--- src/logic/mtf_pkg.sv ---
package mtf_pkg;
  // header layout: 6 bytes shifted in, unit id is the 7th
  localparam logic [2:0]  HDR_LAST      = 3'h6;
  localparam logic [15:0] PROTO_ID      = 16'h0000;
  localparam logic [15:0] MB_PORT       = 16'h01F6;  // 502
  // length covers unit id plus a PDU of at most 253 bytes (ADU 260)
  localparam logic [15:0] LEN_MIN       = 16'h0002;
  localparam logic [15:0] LEN_MAX       = 16'h00FE;
  localparam logic [15:0] LEN_RD        = 16'h0006;
  localparam logic [15:0] LEN_EXC       = 16'h0003;
  localparam logic [15:0] LEN_RSP_BASE  = 16'h0003;
  localparam logic [7:0]  FC_READ_HOLD  = 8'h03;
  localparam logic [7:0]  FC_EXC_FLAG   = 8'h80;
  localparam logic [15:0] QTY_MIN       = 16'h0001;
  localparam logic [15:0] QTY_MAX       = 16'h007D;
  localparam logic [16:0] NUM_HOLD_REGS = 17'h00100;
  localparam logic [7:0]  EXC_NONE      = 8'h00;
  localparam logic [7:0]  EXC_ILL_FUNC  = 8'h01;
  localparam logic [7:0]  EXC_ILL_ADDR  = 8'h02;
  localparam logic [7:0]  EXC_ILL_VALUE = 8'h03;
  // response byte positions
  localparam logic [3:0]  TX_LEN_LO     = 4'h5;
  localparam logic [3:0]  TX_UID        = 4'h6;
  localparam logic [3:0]  TX_FC         = 4'h7;
  localparam logic [3:0]  TX_END        = 4'h8;
  localparam logic [7:0]  PDU_FIELD_END = 8'h04;
  localparam int unsigned FIFO_WIDTH    = 9;
  localparam int unsigned FIFO_DEPTH    = 8;

  typedef enum logic [7:0] {
    ST_HDR    = 8'h01,
    ST_PDU    = 8'h02,
    ST_DROP   = 8'h04,
    ST_EVAL   = 8'h08,
    ST_TXHDR  = 8'h10,
    ST_RDREQ  = 8'h20,
    ST_RDWAIT = 8'h40,
    ST_TXDAT  = 8'h80
  } mtf_state_t;
endpackage : mtf_pkg

--- src/logic/mtf_framer.sv ---
`timescale 1ns/1ps

module mtf_fifo #(
  parameter int unsigned WIDTH = 9,
  parameter int unsigned DEPTH = 8
) (
  // clock and reset
  input  wire logic             clk_sys,
  input  wire logic             arst_n,
  // fill side
  input  wire logic             inValid,
  output logic                  inReady,
  input  wire logic [WIDTH-1:0] inData,
  // drain side, registered
  output logic                  outValid_ff,
  input  wire logic             outReady,
  output logic [WIDTH-1:0]      outData_ff
);
  localparam int unsigned AW = $clog2(DEPTH);
  logic [WIDTH-1:0] mem [DEPTH];
  logic [AW-1:0]    wrPtr_ff;
  logic [AW-1:0]    rdPtr_ff;
  logic [AW:0]      cnt_ff;
  logic             push;
  logic             pop;

  // full and empty are taken from the count, never guessed
  assign inReady = (cnt_ff != (AW+1)'(DEPTH));
  assign push    = inValid && inReady;
  assign pop     = (cnt_ff != '0) && (!outValid_ff || outReady);

  // storage has no reset; pointers, count and output stage carry the state
  always_ff @(posedge clk_sys) begin
    if (push) begin
      mem[wrPtr_ff] <= inData;
    end
  end

  // pointers and occupancy
  always_ff @(posedge clk_sys or negedge arst_n) begin
    if (!arst_n) begin
      wrPtr_ff <= '0;
      rdPtr_ff <= '0;
      cnt_ff   <= '0;
    end else begin
      if (push) wrPtr_ff <= wrPtr_ff + 1'b1;
      if (pop) rdPtr_ff <= rdPtr_ff + 1'b1;
      cnt_ff <= cnt_ff + (AW+1)'(push) - (AW+1)'(pop);
    end
  end

  // output stage so the drain side sees flops only
  always_ff @(posedge clk_sys or negedge arst_n) begin
    if (!arst_n) begin
      outValid_ff <= 1'b0;
      outData_ff  <= '0;
    end else if (pop) begin
      outValid_ff <= 1'b1;
      outData_ff  <= mem[rdPtr_ff];
    end else if (outReady) begin
      outValid_ff <= 1'b0;
    end
  end
endmodule : mtf_fifo

module mtf_framer (
  // clock and reset
  input  wire logic        clk_sys,
  input  wire logic        arst_n,
  // request bytes from the tcp stack
  input  wire logic        rxValid,
  input  wire logic [7:0]  rxData,
  input  wire logic        rxLast,
  input  wire logic [15:0] rxDstPort,
  output logic             rxReady_ff,
  // response bytes to the tcp stack
  output logic             txValid_ff,
  output logic [7:0]       txData_ff,
  output logic             txLast_ff,
  input  wire logic        txReady,
  // holding register read, data one cycle after request
  output logic             regRdReq_ff,
  output logic [15:0]      regRdAddr_ff,
  input  wire logic [15:0] regRdData
);
  mtf_pkg::mtf_state_t state_ff;
  mtf_pkg::mtf_state_t nxt_state;
  logic [47:0] hdr_ff;
  logic [7:0]  uid_ff;
  logic [7:0]  fc_ff;
  logic [31:0] pdu_ff;
  logic [2:0]  hdrCnt_ff;
  logic [7:0]  pduCnt_ff;
  logic [7:0]  exc_ff;
  logic [3:0]  txIdx_ff;
  logic [6:0]  regIdx_ff;
  logic [15:0] rdData_ff;
  logic        loByte_ff;
  logic        rxFire;
  logic        hdrOk;
  logic        pduEnd;
  logic        lastReg;
  logic        pushValid;
  logic        pushReady;
  logic [7:0]  pushByte;
  logic        pushLast;
  logic [15:0] tid;
  logic [15:0] pid;
  logic [15:0] len;
  logic [15:0] addr;
  logic [15:0] qty;
  logic [15:0] rspLen;

  // checks a complete request, first failing check wins
  function automatic logic [7:0] check_req(input logic [7:0] fc, input logic [15:0] ln,
                                           input logic [15:0] ad, input logic [15:0] qt);
    if (fc != mtf_pkg::FC_READ_HOLD) return mtf_pkg::EXC_ILL_FUNC;
    if (ln != mtf_pkg::LEN_RD || qt < mtf_pkg::QTY_MIN || qt > mtf_pkg::QTY_MAX)
      return mtf_pkg::EXC_ILL_VALUE;
    if ({1'b0, ad} + {1'b0, qt} > mtf_pkg::NUM_HOLD_REGS) return mtf_pkg::EXC_ILL_ADDR;
    return mtf_pkg::EXC_NONE;
  endfunction : check_req

  // response header byte at a given position
  function automatic logic [7:0] hdr_byte(input logic [3:0] idx);
    case (idx)
      4'h0: return tid[15:8];
      4'h1: return tid[7:0];
      4'h2: return pid[15:8];
      4'h3: return pid[7:0];
      4'h4: return rspLen[15:8];
      4'h5: return rspLen[7:0];
      4'h6: return uid_ff;
      4'h7: return (exc_ff != mtf_pkg::EXC_NONE) ? (fc_ff | mtf_pkg::FC_EXC_FLAG) : fc_ff;
      default: return (exc_ff != mtf_pkg::EXC_NONE) ? exc_ff : {qty[6:0], 1'b0};
    endcase
  endfunction : hdr_byte

  assign tid  = hdr_ff[47:32];
  assign pid  = hdr_ff[31:16];
  assign len  = hdr_ff[15:0];
  assign addr = pdu_ff[31:16];
  assign qty  = pdu_ff[15:0];
  assign rspLen = (exc_ff != mtf_pkg::EXC_NONE) ? mtf_pkg::LEN_EXC
                : mtf_pkg::LEN_RSP_BASE + {8'h00, qty[6:0], 1'b0};

  assign rxFire  = rxValid && rxReady_ff;
  assign hdrOk   = (pid == mtf_pkg::PROTO_ID) && (len >= mtf_pkg::LEN_MIN)
                && (len <= mtf_pkg::LEN_MAX) && (rxDstPort == mtf_pkg::MB_PORT);
  assign pduEnd  = rxFire && ({8'h00, pduCnt_ff} + mtf_pkg::LEN_MIN == len);
  assign lastReg = ({9'h000, regIdx_ff} + 16'h0001 == qty);

  // bytes offered to the response buffer; a full buffer stalls the walk
  always_comb begin
    pushValid = (state_ff == mtf_pkg::ST_TXHDR) || (state_ff == mtf_pkg::ST_TXDAT);
    if (state_ff == mtf_pkg::ST_TXDAT) begin
      pushByte = loByte_ff ? rdData_ff[7:0] : rdData_ff[15:8];
      pushLast = loByte_ff && lastReg;
    end else begin
      pushByte = hdr_byte(txIdx_ff);
      pushLast = (txIdx_ff == mtf_pkg::TX_END) && (exc_ff != mtf_pkg::EXC_NONE);
    end
  end

  // frame walk
  always_comb begin
    nxt_state = state_ff;
    unique case (state_ff)
      mtf_pkg::ST_HDR: begin
        if (rxFire && hdrCnt_ff == mtf_pkg::HDR_LAST)
          nxt_state = rxLast ? mtf_pkg::ST_HDR : (hdrOk ? mtf_pkg::ST_PDU : mtf_pkg::ST_DROP);
      end
      mtf_pkg::ST_PDU: begin
        if (pduEnd) nxt_state = mtf_pkg::ST_EVAL;
        else if (rxFire && rxLast) nxt_state = mtf_pkg::ST_HDR;
      end
      mtf_pkg::ST_DROP: begin
        if (rxFire && rxLast) nxt_state = mtf_pkg::ST_HDR;
      end
      mtf_pkg::ST_EVAL: nxt_state = mtf_pkg::ST_TXHDR;
      mtf_pkg::ST_TXHDR: begin
        if (pushReady && txIdx_ff == mtf_pkg::TX_END)
          nxt_state = (exc_ff != mtf_pkg::EXC_NONE) ? mtf_pkg::ST_HDR : mtf_pkg::ST_RDREQ;
      end
      mtf_pkg::ST_RDREQ:  nxt_state = mtf_pkg::ST_RDWAIT;
      mtf_pkg::ST_RDWAIT: nxt_state = mtf_pkg::ST_TXDAT;
      mtf_pkg::ST_TXDAT: begin
        if (pushReady && loByte_ff) nxt_state = lastReg ? mtf_pkg::ST_HDR : mtf_pkg::ST_RDREQ;
      end
    endcase
  end

  // state and receive gate; taking no bytes while answering keeps one
  // request in flight at a time
  always_ff @(posedge clk_sys or negedge arst_n) begin
    if (!arst_n) begin
      state_ff   <= mtf_pkg::ST_HDR;
      rxReady_ff <= 1'b0;
    end else begin
      state_ff   <= nxt_state;
      rxReady_ff <= (nxt_state == mtf_pkg::ST_HDR) || (nxt_state == mtf_pkg::ST_PDU)
                 || (nxt_state == mtf_pkg::ST_DROP);
    end
  end

  // header capture
  always_ff @(posedge clk_sys or negedge arst_n) begin
    if (!arst_n) begin
      hdr_ff    <= '0;
      uid_ff    <= '0;
      hdrCnt_ff <= '0;
    end else if (rxFire && state_ff == mtf_pkg::ST_HDR) begin
      hdrCnt_ff <= (rxLast || hdrCnt_ff == mtf_pkg::HDR_LAST) ? 3'h0 : hdrCnt_ff + 1'b1;
      if (hdrCnt_ff == mtf_pkg::HDR_LAST) uid_ff <= rxData;
      else hdr_ff <= {hdr_ff[39:0], rxData};
    end
  end

  // PDU capture: code then four field bytes, the rest only counted
  always_ff @(posedge clk_sys or negedge arst_n) begin
    if (!arst_n) begin
      fc_ff     <= '0;
      pdu_ff    <= '0;
      pduCnt_ff <= '0;
    end else if (state_ff == mtf_pkg::ST_HDR) begin
      pduCnt_ff <= '0;
    end else if (rxFire && state_ff == mtf_pkg::ST_PDU) begin
      pduCnt_ff <= pduCnt_ff + 1'b1;
      if (pduCnt_ff == '0) fc_ff <= rxData;
      else if (pduCnt_ff <= mtf_pkg::PDU_FIELD_END) pdu_ff <= {pdu_ff[23:0], rxData};
    end
  end

  // verdict and response walk counters
  always_ff @(posedge clk_sys or negedge arst_n) begin
    if (!arst_n) begin
      exc_ff    <= '0;
      txIdx_ff  <= '0;
      regIdx_ff <= '0;
      loByte_ff <= 1'b0;
    end else if (state_ff == mtf_pkg::ST_EVAL) begin
      exc_ff    <= check_req(fc_ff, len, addr, qty);
      txIdx_ff  <= '0;
      regIdx_ff <= '0;
      loByte_ff <= 1'b0;
    end else if (pushReady) begin
      if (state_ff == mtf_pkg::ST_TXHDR) txIdx_ff <= txIdx_ff + 1'b1;
      if (state_ff == mtf_pkg::ST_TXDAT) begin
        loByte_ff <= !loByte_ff;
        if (loByte_ff) regIdx_ff <= regIdx_ff + 1'b1;
      end
    end
  end

  // register fetch: one request, data taken the next cycle
  always_ff @(posedge clk_sys or negedge arst_n) begin
    if (!arst_n) begin
      regRdReq_ff  <= 1'b0;
      regRdAddr_ff <= '0;
      rdData_ff    <= '0;
    end else begin
      regRdReq_ff <= (nxt_state == mtf_pkg::ST_RDREQ);
      // zero based address
      // the index steps on the same edge that leaves the data state, so count ahead there
      if (nxt_state == mtf_pkg::ST_RDREQ) begin
        regRdAddr_ff <= addr + {9'h000, regIdx_ff}
                      + ((state_ff == mtf_pkg::ST_TXDAT) ? 16'h0001 : 16'h0000);
      end
      if (state_ff == mtf_pkg::ST_RDWAIT) rdData_ff <= regRdData;
    end
  end

  // response buffer decouples the walk from a slow tcp stack
  logic inRdy;
  assign pushReady = pushValid && inRdy;

  mtf_fifo #(
    .WIDTH (mtf_pkg::FIFO_WIDTH),
    .DEPTH (mtf_pkg::FIFO_DEPTH)
  ) u_fifo (
    .clk_sys     (clk_sys),
    .arst_n      (arst_n),
    .inValid     (pushValid),
    .inReady     (inRdy),
    .inData      ({pushLast, pushByte}),
    .outValid_ff (txValid_ff),
    .outReady    (txReady),
    .outData_ff  ({txLast_ff, txData_ff})
  );
endmodule : mtf_framer

--- config.mk ---
export PLATFORM = sky130hd
export DESIGN_NAME = mtf_framer
export DESIGN_NICKNAME = d
export VERILOG_FILES = /design/src/logic/mtf_pkg.sv /design/src/logic/mtf_framer.sv
export SDC_FILE = /design/constraint.sdc
export NUM_CORES = 1
export LEC_CHECK = 0
export ABC_AREA = 1
export BUFFER_PORTS_ARGS = -buffer_cell sky130_fd_sc_hd__buf_2
export CORE_MARGIN = 1.5
export CORE_UTILIZATION = 48
export CTS_CLUSTER_DIAMETER = 30
export DETAILED_ROUTE_END_ITERATION = 12
export GPL_ROUTABILITY_DRIVEN = 0
export HOLD_SLACK_MARGIN = 0.12
export PLACE_DENSITY = 0.65
export REMOVE_ABC_BUFFERS = 1
export SYNTH_ARGS = -nofsm -noshare
export SYNTH_HDL_FRONTEND = slang
export SYNTH_SLANG_ARGS = --single-unit
--- constraint.sdc ---
create_clock -name clk_sys -period 4.1 [get_ports clk_sys]
set_input_delay 0.82 -clock clk_sys [delete_from_list [all_inputs] [get_ports clk_sys]]
set_output_delay 0.82 -clock clk_sys [all_outputs]
set_load 0.01 [all_outputs]
==> results.ini <==
[pwr]
p_leak_nw=7.335
p_sw_share_pct=25.53
p_sw_mw=2.046
vdd_drop_max_v=0.0003774
seq_power_share_pct=34.3
p_per_area_nw_per_um2=497.2
cellInternalPower_mw=5.969
comb_power_share_pct=10.0
p_clk_share_pct=55.7

[timing]
hold_viol_final=0
slew-limit-headroom_pct=37.68
clock_skew_ns=0.02719
finalSetupViolations=0
tightest_slew_ns=0.9291
holdWs_ns=0.3245
slew_viol_final=0
period_share_pct=73.99
post-route-min-period_ns=3.034
tns_ns=0
rsz0062_at_grt=no
fmax_mhz=329.6

[detailed_routing]
route.detailed.drc=0
ant_nets=0
firstDrtPassIters=5
wl_mm=33.28
dr.first_iter.drc_count=789
num_vias=10916
via_per_inst=5.325
wire_per_inst_um=16.23

[status]
status=finished clean

[grt]
antenna_found_initial=1
grt_pass1_vias=10616
grt_use_total_pct=23.50
grt_overflow=0
grt_pass1_wl_mm=53.70
grt_max_degree=98

[die]
core_um2=27710
initial_utilization_pct=48.52
die_w_um=170.3
die_area_um2=29020
num_rows=61
io_pins=73
fp.dieH_um=170.3

[worst_setup_path]
critPathLaunchType=flip-flop
critPathRequiredTime_ns=4.56
end_kind=flip-flop
worstSetupPathType=flip-flop to flip-flop
arrival_ns=3.49
critPathMaxFanout=5

[yosys]
yosysWarnings=0
synth_xor_area_share_pct=2.150
ys_seq_area_share_pct=50.16
synth_top_family_by_area=simple AND/OR/NAND/NOR gates
ys_ff_latch=255
synth_compound_area_share_pct=13.08
synth.distinct_cells=59
synthFlopType=dfrtp_1
synth_edf_count=72
ys_async_sr_fraction_pct=71.76
yosys.area_share.simple_pct=21.25
syn_area_um2=13440
avgSynthCellArea_um2=8.814
synth.mux.area_fraction_pct=1.927
synthAdderAreaFrac_pct=4.598
synthCells=1525

[cells_and_area]
fill_cells=2446
drive_gt1_share_pct=16.33
fin_area_um2=16120
num_antenna_cells=0
area_growth_syn_to_layout_pct=19.91
nets=1720

[clock_tree]
cts.sinks=255
tritoncts=done
cts_buffer_depth=3
post_cts_resized=0
hold_buffers=0
clkTransAtPathRegs_ns=0.05
worstSkewPairLatency_ns=0.58
cts_buffers=54
htreeDepth=2
cts_setup_buffers=0
cts-root-buf=clkbuf_16

[placement]
placed_area_um2=14220
dpl.hpwl_mm=23.32
portBuffers=72

[run]
max-cap-violations=0

[min_path]
hold_path.class=input pin to async pin

-- worst max-delay path, stage by stage, from the launching register on --
cell and delay [ns]:
dfrtp_1 0.46, nor2_4 0.20, inv_4 0.06, nor2_8 0.14
nand2_4 0.09, fa_1 0.41, inv_1 0.12, fa_1 0.21
nand3_1 0.11, nand2_1 0.09, nand2_1 0.06, nand2_1 0.06
a21o_1 0.13, nand2_1 0.05, a21oi_1 0.26, nand3_1 0.18
nor2_1 0.12, nand2_1 0.06, nand3_1 0.07, nand2_1 0.05
-- metal layers --
| layer | up-vias | global-route usage (%) | share of wire (%) |
|---|---|---|---|
| li1 | 5364 | - | - |
| met4 | 0 | 9.658 | 3.2 |
| met3 | 68 | 4.233 | 5.5 |
| met5 | - | 0 | 0 |
| met2 | 319 | 38.70 | 47 |
| met1 | 5165 | 30.61 | 45 |
-- layout make-up --
cell class / instances / area [um^2] / share of cell area (%)
clock buffer: 64 / 1419 / 8.803
clock inverter: 36 / 479.2 / 2.973
inverter: 191 / 729.5 / 4.526
multi-input combinational: 1039 / 5781 / 35.86
sequential: 255 / 6743 / 41.83
tap: 378 / 473.0 / 2.934
timing repair buffer: 87 / 494.2 / 3.066
-- path summary, 6_finish.rpt --
path,from,to,slack [ns],cells after the start
min in group clk_sys,txReady,u_fifo.outValid_ff$_DFFE_PN0P_,0.45,2
max in group asynchronous,arst_n,pduCnt_ff[0]$_DFFE_PN0P_,2.90,2
worst max-delay path,state_ff[1]$_DFF_PN0_,regRdAddr_ff[14]$_DFFE_PN0P_,1.07,19
worst max register to register,state_ff[1]$_DFF_PN0_,regRdAddr_ff[14]$_DFFE_PN0P_,1.07,19
worst min-delay path,arst_n,regRdAddr_ff[9]$_DFFE_PN0P_,0.32,1
worst min register to register,u_fifo.outData_ff[3]$_DFFE_PN0P_,u_fifo.outData_ff[3]$_DFFE_PN0P_,0.47,2
-- flip-flops by register name (all words and copies together), names as in the netlist, 7 cells and up --
signal	count
fc_ff	8
hdr_ff	48
pduCnt_ff	8
pdu_ff	32
rdData_ff	16
regIdx_ff	7
regRdAddr_ff	16
state_ff	8
u_fifo.mem	72
u_fifo.outData_ff	9
uid_ff	8
-- kinds of logic (layout without fill, tap and decap cells) --
logic type | count (synthesis) | in the layout
xor gates and xnor gates | 33 | 33
DFF | 255 | 255
adders and majority gates | 47 | 47
and+or+nand+nor | 634 | 634
muxes | 23 | 23
buffers and inverters | 231 | 378
AOI/OAI and AO/OA | 302 | 302
-- synth_stat cells, types with 5 or more instances --
| cell type | instances | area (um^2) |
|---|---|---|
| xnor2_1 | 9 | 78.83 |
| nor3_1 | 22 | 110.1 |
| a21oi_1 | 46 | 230.2 |
| nand2_2 | 15 | 93.84 |
| edfxtp_1 | 72 | 2162 |
| nand2_1 | 323 | 1212 |
| mux2_2 | 23 | 259.0 |
| clkbuf_1 | 27 | 101.4 |
| nor4_1 | 6 | 37.54 |
| o22ai_1 | 20 | 125.1 |
| nand2_4 | 5 | 56.30 |
| nor2_1 | 128 | 480.5 |
| o21ai_1 | 40 | 200.2 |
| a21oi_2 | 6 | 52.55 |
| inv_1 | 177 | 664.4 |
| nand4_1 | 27 | 168.9 |
| nor2_4 | 5 | 56.30 |
| o2111ai_1 | 6 | 52.55 |
| nand3_1 | 81 | 405.4 |
| a31oi_1 | 6 | 37.54 |
| ha_1 | 43 | 538.0 |
| buf_2 | 7 | 35.03 |
| o211ai_1 | 9 | 67.56 |
| o221ai_1 | 9 | 78.83 |
| o21ai_2 | 12 | 105.1 |
| inv_2 | 7 | 26.28 |
| o21ai_0 | 124 | 620.6 |
| xor2_1 | 24 | 210.2 |
| dfrtp_1 | 182 | 4554 |
-- power groups by stage --
| stage | combinational, mW | clock, mW | sequential, mW |
|---|---|---|---|
| 2_1_floorplan | 0.415 | 0 | 2.86 |
| 6_report | 0.799 | 4.47 | 2.75 |
| 3_5_place_dp | 0.806 | 0 | 2.79 |
| 5_1_grt | 0.902 | 4.66 | 2.76 |
| 4_1_cts | 0.807 | 4.52 | 2.75 |
| 3_3_place_gp | 0.775 | 0 | 2.79 |
-- layout by cell type, fill, tap and decap left out, types with 22 or more instances in the layout --
master / synthesis / final
nand4_1: 27 / 27
edfxtp_1: 72 / 72
buf_2: 7 / 71
ha_1: 43 / 43
nand2_1: 323 / 323
o21ai_0: 124 / 124
inv_1: 177 / 177
nor2_1: 128 / 128
dfrtp_1: 182 / 182
a21oi_1: 46 / 46
mux2_2: 23 / 23
nor3_1: 22 / 22
xor2_1: 24 / 24
nand3_1: 81 / 81
o21ai_1: 40 / 40
clkbuf_16: 0 / 54
-- per-stage QoR --
stage	instances	total power, mW	util (%)	worst slack, ns
after global routing	2050	8.319	58.18	0.8249
after detailed placement	1950	3.597	51.33	1.078
after floorplan	1485	3.271	-	1.358
after global placement	1950	3.562	51.33	1.087
final	2050	8.015	58.18	1.066
after CTS	2050	8.077	58.18	1.082
No activity file was read; power rests on OpenSTA's default activity.
